File: config.mk
export PLATFORM = sky130hd
export DESIGN_NAME = pdr_phase_range
export DESIGN_NICKNAME = d
export VERILOG_FILES = /design/src/pdr_pkg.sv /design/src/pdr_phase_range.sv /design/src/pdr_cycle_tracker.sv
export SDC_FILE = /design/constraint.sdc
export NUM_CORES = 1
export LEC_CHECK = 0
export BUFFER_PORTS_ARGS = -buffer_cell sky130_fd_sc_hd__clkbuf_2
export CORE_ASPECT_RATIO = 2
export CORE_UTILIZATION = 45
export CTS_CLUSTER_SIZE = 25
export DETAILED_ROUTE_END_ITERATION = 7
export GPL_TIMING_DRIVEN = 0
export PLACE_DENSITY = 0.76
export RECOVER_POWER = 50
export SYNTH_ARGS = -nofsm -noshare
export SYNTH_HDL_FRONTEND = slang
export SYNTH_SLANG_ARGS = --single-unit
File: constraint.sdc
create_clock -name clk_i -period 4.05 [get_ports clk_i]
set_clock_uncertainty 0.1 [all_clocks]
set_input_delay 0.405 -clock clk_i [delete_from_list [all_inputs] [get_ports clk_i]]
set_output_delay 0.405 -clock clk_i [all_outputs]
set_load 0.03 [all_outputs]
File: src/pdr_pkg.sv
package pdr_pkg;

  // register byte offsets on the wishbone slave
  localparam logic [7:0] ADR_CONFIG = 8'h00;
  localparam logic [7:0] ADR_STATUS = 8'h04;
  localparam logic [7:0] ADR_IRQ_CLR = 8'h08;
  localparam logic [7:0] ADR_IRQ_EN = 8'h0c;
  localparam logic [7:0] ADR_PHASE = 8'h10;

  // config field positions
  localparam int unsigned CFG_LOSS_EN_BIT = 7;
  localparam int unsigned CFG_WIDE_EN_BIT = 6;
  localparam int unsigned CFG_MULTI_BIT = 5;
  localparam int unsigned CFG_UNUSED_BIT = 4;
  localparam int unsigned CFG_RANGE_LSB = 0;
  localparam logic [7:0] CFG_RESET = 8'h00;
  localparam logic [7:0] CFG_WR_MASK = 8'hef;

  // status / interrupt bit positions
  localparam int unsigned STS_LOSS_BIT = 0;
  localparam int unsigned STS_SAT_BIT = 1;
  localparam int unsigned STS_W = 2;
  localparam logic [STS_W-1:0] STS_RESET = 2'h0;
  localparam logic [STS_W-1:0] IRQ_EN_RESET = 2'h0;

  // phase number formats
  localparam int unsigned UI_W = 13;
  localparam int unsigned FRAC_W = 8;
  localparam int unsigned ERR_W = 22;
  localparam logic [3:0] RANGE_TOP_CODE = 4'hb;
  // one whole UI, i.e. 360 degrees, in fraction units
  localparam logic signed [ERR_W-1:0] ERR_ONE_UI = 22'sh000100;

  typedef struct packed {
    logic loss_en;
    logic wide_en;
    logic multi_loop_resp;
    logic [3:0] range;
  } pdr_cfg_t;

  // tracked span in UI for a range code: 2^(k+1)-1, top codes saturate
  function automatic logic [UI_W-1:0] pdr_range_limit(input logic [3:0] code);
    logic [3:0] k;
    k = (code > RANGE_TOP_CODE) ? RANGE_TOP_CODE : code;
    return (13'h0002 << k) - 13'h0001;
  endfunction

endpackage

File: src/pdr_phase_range.sv
`timescale 1ns/1ns
module pdr_phase_range
  import pdr_pkg::*;
(
  input wire logic clk_i,
  input wire logic rst_i,
  input wire logic wb_cyc_i,
  input wire logic wb_stb_i,
  input wire logic wb_we_i,
  input wire logic [7:0] wb_adr_i,
  input wire logic [3:0] wb_sel_i,
  input wire logic [31:0] wb_dat_i,
  output logic [31:0] wb_dat_o,
  output logic wb_ack_o,
  input wire logic ref_tick_i,
  input wire logic fb_tick_i,
  input wire logic signed [FRAC_W-1:0] fine_phase_i,
  output logic signed [ERR_W-1:0] phase_err_o,
  output logic phase_loss_o,
  output logic irq_o
);

  pdr_cfg_t cfg;
  pdr_cfg_t next_cfg;
  logic [STS_W-1:0] sts;
  logic [STS_W-1:0] next_sts;
  logic [STS_W-1:0] irq_en;
  logic [STS_W-1:0] next_irq_en;
  logic ack;
  logic next_ack;
  logic [31:0] rdata;
  logic [31:0] next_rdata;
  logic loss;
  logic next_loss;
  logic signed [ERR_W-1:0] err;
  logic signed [ERR_W-1:0] next_err;

  logic req;
  logic wr;
  logic cfg_wr;
  logic [UI_W-1:0] limit;
  // one bit past the 13-bit span so an overrun of the widest range still fits
  logic signed [UI_W:0] ui_count;
  logic [UI_W:0] ui_mag;
  logic ui_sat;
  logic signed [ERR_W-1:0] full_err;
  logic [STS_W-1:0] evt;

  // config byte to fields by bit position, bit 4 dropped
  function automatic pdr_cfg_t cfg_unpack(input logic [7:0] b);
    pdr_cfg_t c;
    c.loss_en = b[CFG_LOSS_EN_BIT];
    c.wide_en = b[CFG_WIDE_EN_BIT];
    c.multi_loop_resp = b[CFG_MULTI_BIT];
    c.range = b[CFG_RANGE_LSB +: 4];
    return c;
  endfunction

  assign req = wb_cyc_i && wb_stb_i && !ack;
  // writes land on the ack edge, the one at which the master sees the answer
  assign wr = wb_cyc_i && wb_stb_i && ack && wb_we_i;
  assign cfg_wr = wr && (wb_adr_i == ADR_CONFIG) && wb_sel_i[0];
  assign limit = pdr_range_limit(cfg.range);

  // inactive tracker holds zero, so no multi-cycle history without wide range
  pdr_cycle_tracker #(
    .W(UI_W + 1)
  ) u_tracker (
    .clk_i(clk_i),
    .rst_i(rst_i),
    .enable_i(cfg.wide_en),
    .up_i(ref_tick_i),
    .dn_i(fb_tick_i),
    .limit_i({1'b0, limit}),
    .count_o(ui_count),
    .sat_o(ui_sat)
  );

  assign ui_mag = ui_count[UI_W] ? -ui_count : ui_count;
  // whole cycles plus fine fraction, fraction units of 1/256 UI
  assign full_err = {ui_count, {FRAC_W{1'b0}}}
    + {{(ERR_W-FRAC_W){fine_phase_i[FRAC_W-1]}}, fine_phase_i};
  assign evt = {ui_sat, next_loss && !loss};

  // loss and loop phase
  always_comb begin
    next_loss = cfg.loss_en && (ui_mag > limit);
    if (cfg.multi_loop_resp) begin
      next_err = full_err;
    end else if (full_err > ERR_ONE_UI) begin
      next_err = ERR_ONE_UI;
    end else if (full_err < -ERR_ONE_UI) begin
      next_err = -ERR_ONE_UI;
    end else begin
      next_err = full_err;
    end
  end

  always_ff @(posedge clk_i) begin
    if (rst_i) begin
      loss <= 1'b0;
      err <= '0;
    end else begin
      loss <= next_loss;
      err <= next_err;
    end
  end

  // wishbone register file
  always_comb begin
    next_cfg = cfg;
    next_irq_en = irq_en;
    next_sts = sts;
    next_ack = req;
    next_rdata = 32'h0000_0000;
    if (cfg_wr) begin
      next_cfg = cfg_unpack(wb_dat_i[7:0] & CFG_WR_MASK);
    end
    if (wr && (wb_adr_i == ADR_IRQ_EN) && wb_sel_i[0]) begin
      next_irq_en = wb_dat_i[STS_W-1:0];
    end
    if (wr && (wb_adr_i == ADR_IRQ_CLR) && wb_sel_i[0]) begin
      next_sts = sts & ~wb_dat_i[STS_W-1:0];
    end
    // a new event beats a clear in the same cycle
    next_sts = next_sts | evt;
    if (req && !wb_we_i) begin
      if (wb_adr_i == ADR_CONFIG) begin
        next_rdata = {24'h00_0000, cfg.loss_en, cfg.wide_en, cfg.multi_loop_resp,
          1'b0, cfg.range};
      end else if (wb_adr_i == ADR_STATUS) begin
        next_rdata = {{(32-STS_W){1'b0}}, sts};
      end else if (wb_adr_i == ADR_IRQ_EN) begin
        next_rdata = {{(32-STS_W){1'b0}}, irq_en};
      end else if (wb_adr_i == ADR_PHASE) begin
        next_rdata = {loss, 9'h000, ui_count, fine_phase_i};
      end else begin
        next_rdata = 32'h0000_0000;
      end
    end
  end

  always_ff @(posedge clk_i) begin
    if (rst_i) begin
      cfg <= cfg_unpack(CFG_RESET);
      sts <= STS_RESET;
      irq_en <= IRQ_EN_RESET;
      ack <= 1'b0;
      rdata <= 32'h0000_0000;
    end else begin
      cfg <= next_cfg;
      sts <= next_sts;
      irq_en <= next_irq_en;
      ack <= next_ack;
      rdata <= next_rdata;
    end
  end

  assign wb_ack_o = ack;
  assign wb_dat_o = rdata;
  assign phase_loss_o = loss;
  assign phase_err_o = err;
  assign irq_o = |(sts & irq_en);

  // checks
  AST_NO_LOSS_WHEN_OFF: assert property (@(posedge clk_i) disable iff (rst_i)
    !cfg.loss_en |=> !phase_loss_o)
    else $error("phase loss raised while loss detection disabled");

  AST_LOSS_ON_EXCESS: assert property (@(posedge clk_i) disable iff (rst_i)
    (cfg.loss_en && (ui_mag > limit)) |=> phase_loss_o)
    else $error("phase loss missed after error passed range");

  AST_WIDE_OFF_ZERO: assert property (@(posedge clk_i) disable iff (rst_i)
    !cfg.wide_en |=> (ui_count == '0))
    else $error("cycle tracker active without wide range");

  AST_WIDE_TRACKS: assert property (@(posedge clk_i) disable iff (rst_i)
    (cfg.wide_en && !cfg_wr && ref_tick_i && !fb_tick_i && (ui_mag <= {1'b0, limit}))
      |=> (ui_count == $past(ui_count) + 14'sd1))
    else $error("tracker did not follow reference cycle");

  AST_FULL_PHASE: assert property (@(posedge clk_i) disable iff (rst_i)
    cfg.multi_loop_resp |=> (phase_err_o == $past(full_err)))
    else $error("full coarse phase not passed to loop");

  AST_LIMITED: assert property (@(posedge clk_i) disable iff (rst_i)
    (!cfg.multi_loop_resp && (full_err > ERR_ONE_UI)) |=> (phase_err_o == ERR_ONE_UI))
    else $error("loop phase not clamped to one cycle");

  AST_RETAIN: assert property (@(posedge clk_i) disable iff (rst_i)
    (!cfg.multi_loop_resp && cfg.wide_en && !cfg_wr && !ref_tick_i && !fb_tick_i)
      [*3] |-> (ui_count == $past(ui_count)))
    else $error("tracked phase lost while response limited");

  AST_SPAN: assert property (@(posedge clk_i) disable iff (rst_i)
    (cfg.wide_en && !cfg_wr) |=> (ui_mag <= {1'b0, $past(limit)} + 14'd1))
    else $error("tracked phase beyond selected span");

  AST_TOP_CODES: assert property (@(posedge clk_i) disable iff (rst_i)
    (cfg.range > RANGE_TOP_CODE) |-> (limit == 13'd4095))
    else $error("upper range codes not widest span");

  AST_BIT4_ZERO: assert property (@(posedge clk_i) disable iff (rst_i)
    (req && !wb_we_i && (wb_adr_i == ADR_CONFIG)) |=> !wb_dat_o[CFG_UNUSED_BIT])
    else $error("unused config bit reads nonzero");

  COV_LOSS: cover property (@(posedge clk_i) disable iff (rst_i)
    !phase_loss_o ##1 phase_loss_o);
  COV_CLAMP: cover property (@(posedge clk_i) disable iff (rst_i)
    !cfg.multi_loop_resp && (full_err > ERR_ONE_UI));
  AST_TRACK_DOWN: assert property (@(posedge clk_i) disable iff (rst_i)
    (cfg.wide_en && fb_tick_i && !ref_tick_i && (ui_mag <= {1'b0, limit}))
      |=> (ui_count == $past(ui_count) - 14'sd1))
    else $error("tracker did not follow feedback cycle");

  AST_CFG_WRITE: assert property (@(posedge clk_i) disable iff (rst_i)
    cfg_wr |=> ((cfg.wide_en == $past(wb_dat_i[CFG_WIDE_EN_BIT]))
      && (cfg.multi_loop_resp == $past(wb_dat_i[CFG_MULTI_BIT]))))
    else $error("config write did not land in its fields");

  AST_LIMITED_NEG: assert property (@(posedge clk_i) disable iff (rst_i)
    (!cfg.multi_loop_resp && (full_err < -ERR_ONE_UI)) |=> (phase_err_o == -ERR_ONE_UI))
    else $error("negative loop phase not clamped to one cycle");

  AST_LOSS_EVENT: assert property (@(posedge clk_i) disable iff (rst_i)
    (cfg.loss_en && (ui_mag > limit) && !phase_loss_o) |=> sts[STS_LOSS_BIT])
    else $error("phase loss did not set its status bit");

  AST_STS_STICKY: assert property (@(posedge clk_i) disable iff (rst_i)
    !(wr && (wb_adr_i == ADR_IRQ_CLR)) |=> ((sts & $past(sts)) == $past(sts)))
    else $error("status bit dropped without a clear");

  AST_ACK_PULSE: assert property (@(posedge clk_i) disable iff (rst_i)
    wb_ack_o |=> !wb_ack_o)
    else $error("ack stood longer than one cycle");

  AST_ACK_ANSWER: assert property (@(posedge clk_i) disable iff (rst_i)
    (wb_cyc_i && wb_stb_i && !wb_ack_o) |=> wb_ack_o)
    else $error("request not answered in the next cycle");

  COV_SAT_IRQ: cover property (@(posedge clk_i) disable iff (rst_i)
    ui_sat ##[1:4] irq_o);
  COV_TOP_RANGE: cover property (@(posedge clk_i) disable iff (rst_i)
    cfg.wide_en && (cfg.range > RANGE_TOP_CODE) && ref_tick_i);
  COV_LIMITED_NEG: cover property (@(posedge clk_i) disable iff (rst_i)
    !cfg.multi_loop_resp && (full_err < -ERR_ONE_UI));

endmodule

File: src/pdr_cycle_tracker.sv
`timescale 1ns/1ns
module pdr_cycle_tracker
  import pdr_pkg::*;
#(
  parameter int unsigned W = UI_W
) (
  input wire logic clk_i,
  input wire logic rst_i,
  input wire logic enable_i,
  input wire logic up_i,
  input wire logic dn_i,
  input wire logic [W-1:0] limit_i,
  output logic signed [W-1:0] count_o,
  output logic sat_o
);

  logic signed [W-1:0] count;
  logic signed [W-1:0] next_count;
  logic next_sat;
  logic sat;
  logic signed [W-1:0] bound;

  // one UI of headroom past the limit so an overrun is visible
  assign bound = $signed(limit_i + W'(1));

  always_comb begin
    next_count = count;
    next_sat = 1'b0;
    if (!enable_i) begin
      next_count = '0;
    end else if (count > bound) begin
      next_count = bound;
    end else if (count < -bound) begin
      next_count = -bound;
    end else if (up_i && !dn_i) begin
      if (count < bound) begin
        next_count = count + W'(1);
      end else begin
        next_sat = 1'b1;
      end
    end else if (dn_i && !up_i) begin
      if (count > -bound) begin
        next_count = count - W'(1);
      end else begin
        next_sat = 1'b1;
      end
    end
  end

  always_ff @(posedge clk_i) begin
    if (rst_i) begin
      count <= '0;
      sat <= 1'b0;
    end else begin
      count <= next_count;
      sat <= next_sat;
    end
  end

  assign count_o = count;
  assign sat_o = sat;

endmodule

Yosys cells after proc, flatten, opt, wreduce, memory -nomap -nowiden
Index checks and enable logic that the tools add are counted.
{ "classes": {"n_reduce_logical": 30, "n_mux": 20, "n_eq_ne": 5, "magnitude_cmp": 8, "shift": 1, "addsub": 7, "bitwise": 7} }
{ "op_table": {"columns": ["operator", "n"], "rows": [
  ["$mux 14", 7],
  ["$mux 22", 3],
  ["$mux 8", 4],
  ["$gt 14x14->1", 2],
  ["$lt 14x14->1", 2],
  ["$neg 14->14", 2],
  ["$add 22x22->22", 1],
  ["$gt 22x10->1 const B", 1],
  ["$lt 22x9->1 const B", 1],
  ["$eq 8x4->1 const B", 2],
  ["$logic_and 1x1->1", 15],
  ["$add 13x1->14 const B", 1],
  ["$add 14x2->14 const B", 1],
  ["$gt 14x13->1", 1],
  ["$sub 14x2->14 const B", 1],
  ["$shl 2x4->13 const A", 1],
  ["$sub 13x1->13 const B", 1],
  ["$eq 8x3->1 const B", 1],
  ["$eq 8x5->1 const B", 1],
  ["$logic_not 8->1", 1],
  ["$reduce_bool 4->1", 2],
  ["$reduce_or 2->1", 3],
  ["$reduce_or 6->1", 1],
  ["$logic_not 1->1", 5],
  ["12 further kinds", 18]
]} }
{ "totals": {"in_bits": 59, "reg_bits": 82, "output_inout_bits": 57} }

Depth between registers and ports, before layout
{ "logic_depth": {"ltp_word": 12, "depth_mapped": 21, "depth_no_buf": 17} }

Modules after synthesis
From an unflattened synthesis, not the netlist that was laid out.
{ "hier_totals": {"cells_unflattened": 786, "hier_area_um2": 6378.6} }
{ "modules_own_cells": {"columns": ["module", "n_inst", "area_each_um2", "cells_per_inst"], "rows": [
  ["pdr_phase_range", 1, 3604.7, 418],
  ["pdr_cycle_tracker", 1, 2773.9, 368]
]} }

Worst setup path before layout
OpenSTA, ideal clock, no wires.
{ "synth_path": {"kind": "register to register", "startpoint": "register cfg[2] (netlist name)", "endpoint": "register u_tracker.count[10], in the netlist u_tracker.count_o[10]", "synth_period_minus_slack_ns": 4.055, "required_time_ns": 3.822, "stages_incl_launch_ff": 19, "slack_ns": -0.005, "t_arrival_ns": 3.827, "setup_ns": 0.128, "n_path_buf": 3, "cell_sequence": "dfxtp_1 -> clkbuf_1 -> nor2_1 -> nand2_1 -> ha_1 -> nand2b_1 -> nand2_1 -> o32ai_1 -> a22o_1 -> ha_1 -> a21o_1 -> a221o_1 -> a21oi_1 -> a21oi_1 -> buf_2 -> a211o_1 -> buf_4 -> o221ai_1 -> a21oi_1"} }
{ "synth_between": {"elab_chain_len": 9, "word_cells_on_any_way": 16, "cone_classes": "3 x add/sub; 5 x order compare; 1 x eq/ne; 1 x shift; 3 x mux; 3 x reduce/logical"} }
{ "synth_lines": {"columns": ["item", "line", "source"], "rows": [
  ["from (decl)", "pdr_phase_range.sv:23", "pdr_cfg_t cfg;"],
  ["from (signal assigned)", "pdr_phase_range.sv:145", "cfg <= cfg_unpack(CFG_RESET);"],
  ["from (signal assigned)", "pdr_phase_range.sv:151", "cfg <= next_cfg;"],
  ["$gt 4x4->1", "pdr_pkg.sv:44", "k = (code > RANGE_TOP_CODE) ? RANGE_TOP_CODE : code;"],
  ["$mux 4 (*)", "pdr_pkg.sv:44", null],
  ["$shl 2x4->13 (*)", "pdr_pkg.sv:45", "return (13'h0002 << k) - 13'h0001;"],
  ["$sub 13x1->13 (*)", "pdr_pkg.sv:45", null],
  ["$add 13x1->14 (*)", "pdr_cycle_tracker.sv:24", "assign bound = $signed(limit_i + W'(1));"],
  ["$neg 14->14", "pdr_cycle_tracker.sv:33, pdr_cycle_tracker.sv:34, pdr_cycle_tracker.sv:42", null],
  ["$lt 14x14->1 / $gt 14x14->1 (equally long branches)", "pdr_cycle_tracker.sv:33, pdr_cycle_tracker.sv:42", null],
  ["$ne 4x2->1 (no source line), or another cell as far along", null, null],
  ["$reduce_and 3->1 (no source line) / $mux 14 (equally long branches)", null, null],
  ["to (signal assigned)", "pdr_cycle_tracker.sv:55", "count <= next_count;"],
  ["to (decl)", "pdr_cycle_tracker.sv:17", "logic signed [W-1:0] count;"]
]} }
Mark *: on every way between the ends. The rest lies on a longest branch, timed or not.
A chain may end at the register's enable or synchronous reset.

Final worst setup path
{ "layout_path": {"startpoint": "register cfg[1] (netlist name)", "endpoint": "register u_tracker.count[5], in the netlist u_tracker.count_o[5]"} }
The elaborated chain is that of the path after synthesis.

==> run summary <==
status = completed
P_leak = 3.09 nW
Worst-Skew Late Latency = 0.34 ns
r2r setup slk = 0.08 ns
Syn Area/Cell = 8.12 µm²
Slew @ Worst Pin = 0.728 ns
Seq cells post-synth = 73
vias = 5,973
Post-synth EDFFs = 0
post-synthesis cell count = 707
Startpoint Class = register
initial antenna violation count = 0
capture point of the worst reg-to-reg path = u_tracker.count_o[5]
Synthesis Warnings = 0
Final min period = 3.97 ns
max-slew violation count = 0
worst reg2reg path depth = 17
CP endpoint kind = register
Post-synth top flop = dfxtp_1
WS Path Type = register to register
GP Congestion = 1.03
Core Area = 0.0125 mm²
Non-Filler Instances = 982
Max Cap Violations = 0
Req. time, crit path = 4.16 ns
# DRC = 0
Avg WL per Cell = 18.5 µm
TritonCTS clock tree = done
CTS H-tree depth = 3
fin crit share = 98.1%
final hold viol count = 0
distinct cell type count after synthesis = 70
Area contributors post-synth = dfxtp_1, ha_1, a21oi_1
Worst Path Max Fanout = 10
worst setup path endpoint = u_tracker.count_o[5]
Rows = 58
die area = 0.0132 mm²
CTS buffer count = 9
Max Freq = 0.252 GHz
area grow syn2layout = 24.4%
clk slew on worst S/H paths = 0.06 ns
commonest non-fill, non-tap cell in the layout = dfxtp_1
Pwr Density = 261 mW/mm²
clock buffer depth = 2
dpl hpwl = 13.9 mm
Placement Setup Slack = -1.05 ns
vias in the first global route = 5,735
wirelength, routed = 18.2 mm
Slew headroom = 51.4%
most frequent cells in the layout = dfxtp_1, ha_1, clkbuf_1
area share of the largest cell type after synthesis = 25.4%
Synth Cell Area = 0.00574 mm²
Final Setup Violations = 0
cell chosen for the clock root = clkbuf_16
total track usage = 27.8%
gr ovfl total = 0
PnR worst setup slack = 0.0781 ns
Fillers = 1,138
vias per cell = 6.08
Nets = 955
IO buf count = 77
Starting DRT DRC Count = 417
CP startpoint = cfg[1]
Pre-antenna DRT Iters = 6
initial cell density of the core = 46.0%
largest net degree at the start of global routing = 20
Cells after DPL = 944
Sink Count = 73
antenna viol nets, final = 0
FFs w/ async S/R, synth = 0%
worst hold path type = input port to register
antenna diode count = 0
worst reg2reg startpoint = cfg[1]
first-pass GRT wire length = 27.8 mm
die width = 81.9 µm
ratio of cells with drive above 1 in the final layout = 19.1%
DIE HEIGHT = 162 µm
num ports = 116
Arr. time, crit path = 4.09 ns
worst vdd ir = 359 µV
Seq/Total Area, Yosys = 25.4%
largest area contributor in the synthesized netlist = dfxtp_1
-- cells by family after synthesis --
group	share of synthesized area (%)
DFF	25.4
and+or+nand+nor	23.7
other	0.131
xor gates and xnor gates	4.27
muxes	3.38
AOI/OAI and AO/OA	22.6
adders and majority gates	15.3
buffers and inverters	5.18
-- synthesized netlist by cell type, drive strengths merged (4+ instances only) --
master,count
a21o,11
nand3,20
xnor2,19
mux2i,16
nor2,57
a21oi,46
or3,7
ha,67
dfxtp,73
nor2b,13
o31ai,8
a311oi,6
nor3,45
buf,17
nand2b,8
o32ai,4
nand2,57
or4,4
a211oi,15
and2,22
xor2,9
nand4,9
or2,6
a211o,4
o21ai,36
a221oi,4
and4,4
o21bai,4
clkbuf,15
o211ai,4
and3,6
inv,27
nor4,4
a22o,10
o21a,7
-- per-layer routing --
layer  track usage, %  vias to the layer above  share of wire (%)
met5                0                        -                  0
met4             26.0                        0                9.3
met3             4.89                      104                5.0
met2             50.2                      248                 54
met1             24.5                     2785                 32
li1                 -                     2836                  -
-- registers in the layout, indices dropped and copies added, names as in the netlist --
| signal | count |
|---|---|
| irq_en | 2 |
| phase_loss_o | 1 |
| sts | 2 |
| wb_ack_o | 1 |
| wb_dat_o | 23 |
| u_tracker.sat_o | 1 |
| u_tracker.count_o | 14 |
| phase_err_o | 22 |
| cfg | 7 |
-- power breakdown --
group	internal (mW)	total [mW]	switching, mW
Sequential	0.725	0.727	0.00211
Combinational	0.0998	0.253	0.153
Clock	0.547	0.888	0.341
Total	1.37	1.87	0.496
-- what timing repair did --
action | in CTS | in global routing
cloned | 0 | 1
hold buffers | 0 | 0
pin swaps | 5 | 18
buffers inserted | 14 | 11
endpoints found under the setup margin | 26 | 36
resized for setup | 40 | 38
-- worst min path at each step --
stage / start / endpoint / slack [ns] / cells past startpoint
6_report: fine_phase_i[6] / phase_err_o[6] / 0.20 / 3
4_1_cts: fine_phase_i[6] / phase_err_o[6] / 0.20 / 3
5_1_grt: rst_i / phase_err_o[0] / 0.21 / 2
3_3_place_gp: u_tracker.sat_o / sts[1] / 0.32 / 2
3_5_place_dp: u_tracker.sat_o / sts[1] / 0.33 / 2
2_1_floorplan: u_tracker.sat_o / sts[1] / 0.31 / 2
-- final cells by class --
cell class | instances | area, µm² | area share (%)
Clock inverter | 7 | 103 | 1.44
Tap cell | 150 | 188 | 2.63
Clock buffer | 9 | 225 | 3.15
Buffer | 30 | 225 | 3.15
Inverter | 27 | 101 | 1.42
Timing Repair Buffer | 103 | 538 | 7.53
Sequential cell | 73 | 1470 | 20.6
Multi-Input combinational cell | 583 | 4300 | 60.1
-- metrics by stage --
stage | hold WS [ns] | setup TNS (ns) | power, mW | instance area (µm²) | util [%]
after CTS | 0.197 | 0 | 1.85 | 6940 | 55.6
after global placement | 0.319 | -18.02 | 0.959 | 6360 | 50.9
after detailed placement | 0.327 | -18.87 | 0.962 | 6360 | 50.9
after floorplan | 0.313 | 0 | 0.901 | 5780 | -
after global routing | 0.210 | -0.347 | 1.93 | 7150 | 57.3
final | 0.197 | 0 | 1.87 | 7150 | 57.3
-- critical path: stages (launching register included) --
cell	delay (ns)
dfxtp_4	0.36
buf_8	0.14
nor2b_4	0.14
nand2_4	0.08
ha_4	0.30
nor2b_1	0.07
a22o_1	0.22
a221oi_2	0.27
o32ai_2	0.16
ha_1	0.33
and4_1	0.24
nand4_1	0.15
o21a_1	0.24
a21oi_2	0.19
buf_6	0.15
a211o_4	0.20
a21oi_1	0.09
o32ai_1	0.38
No activity file was read; power rests on OpenSTA's default activity.
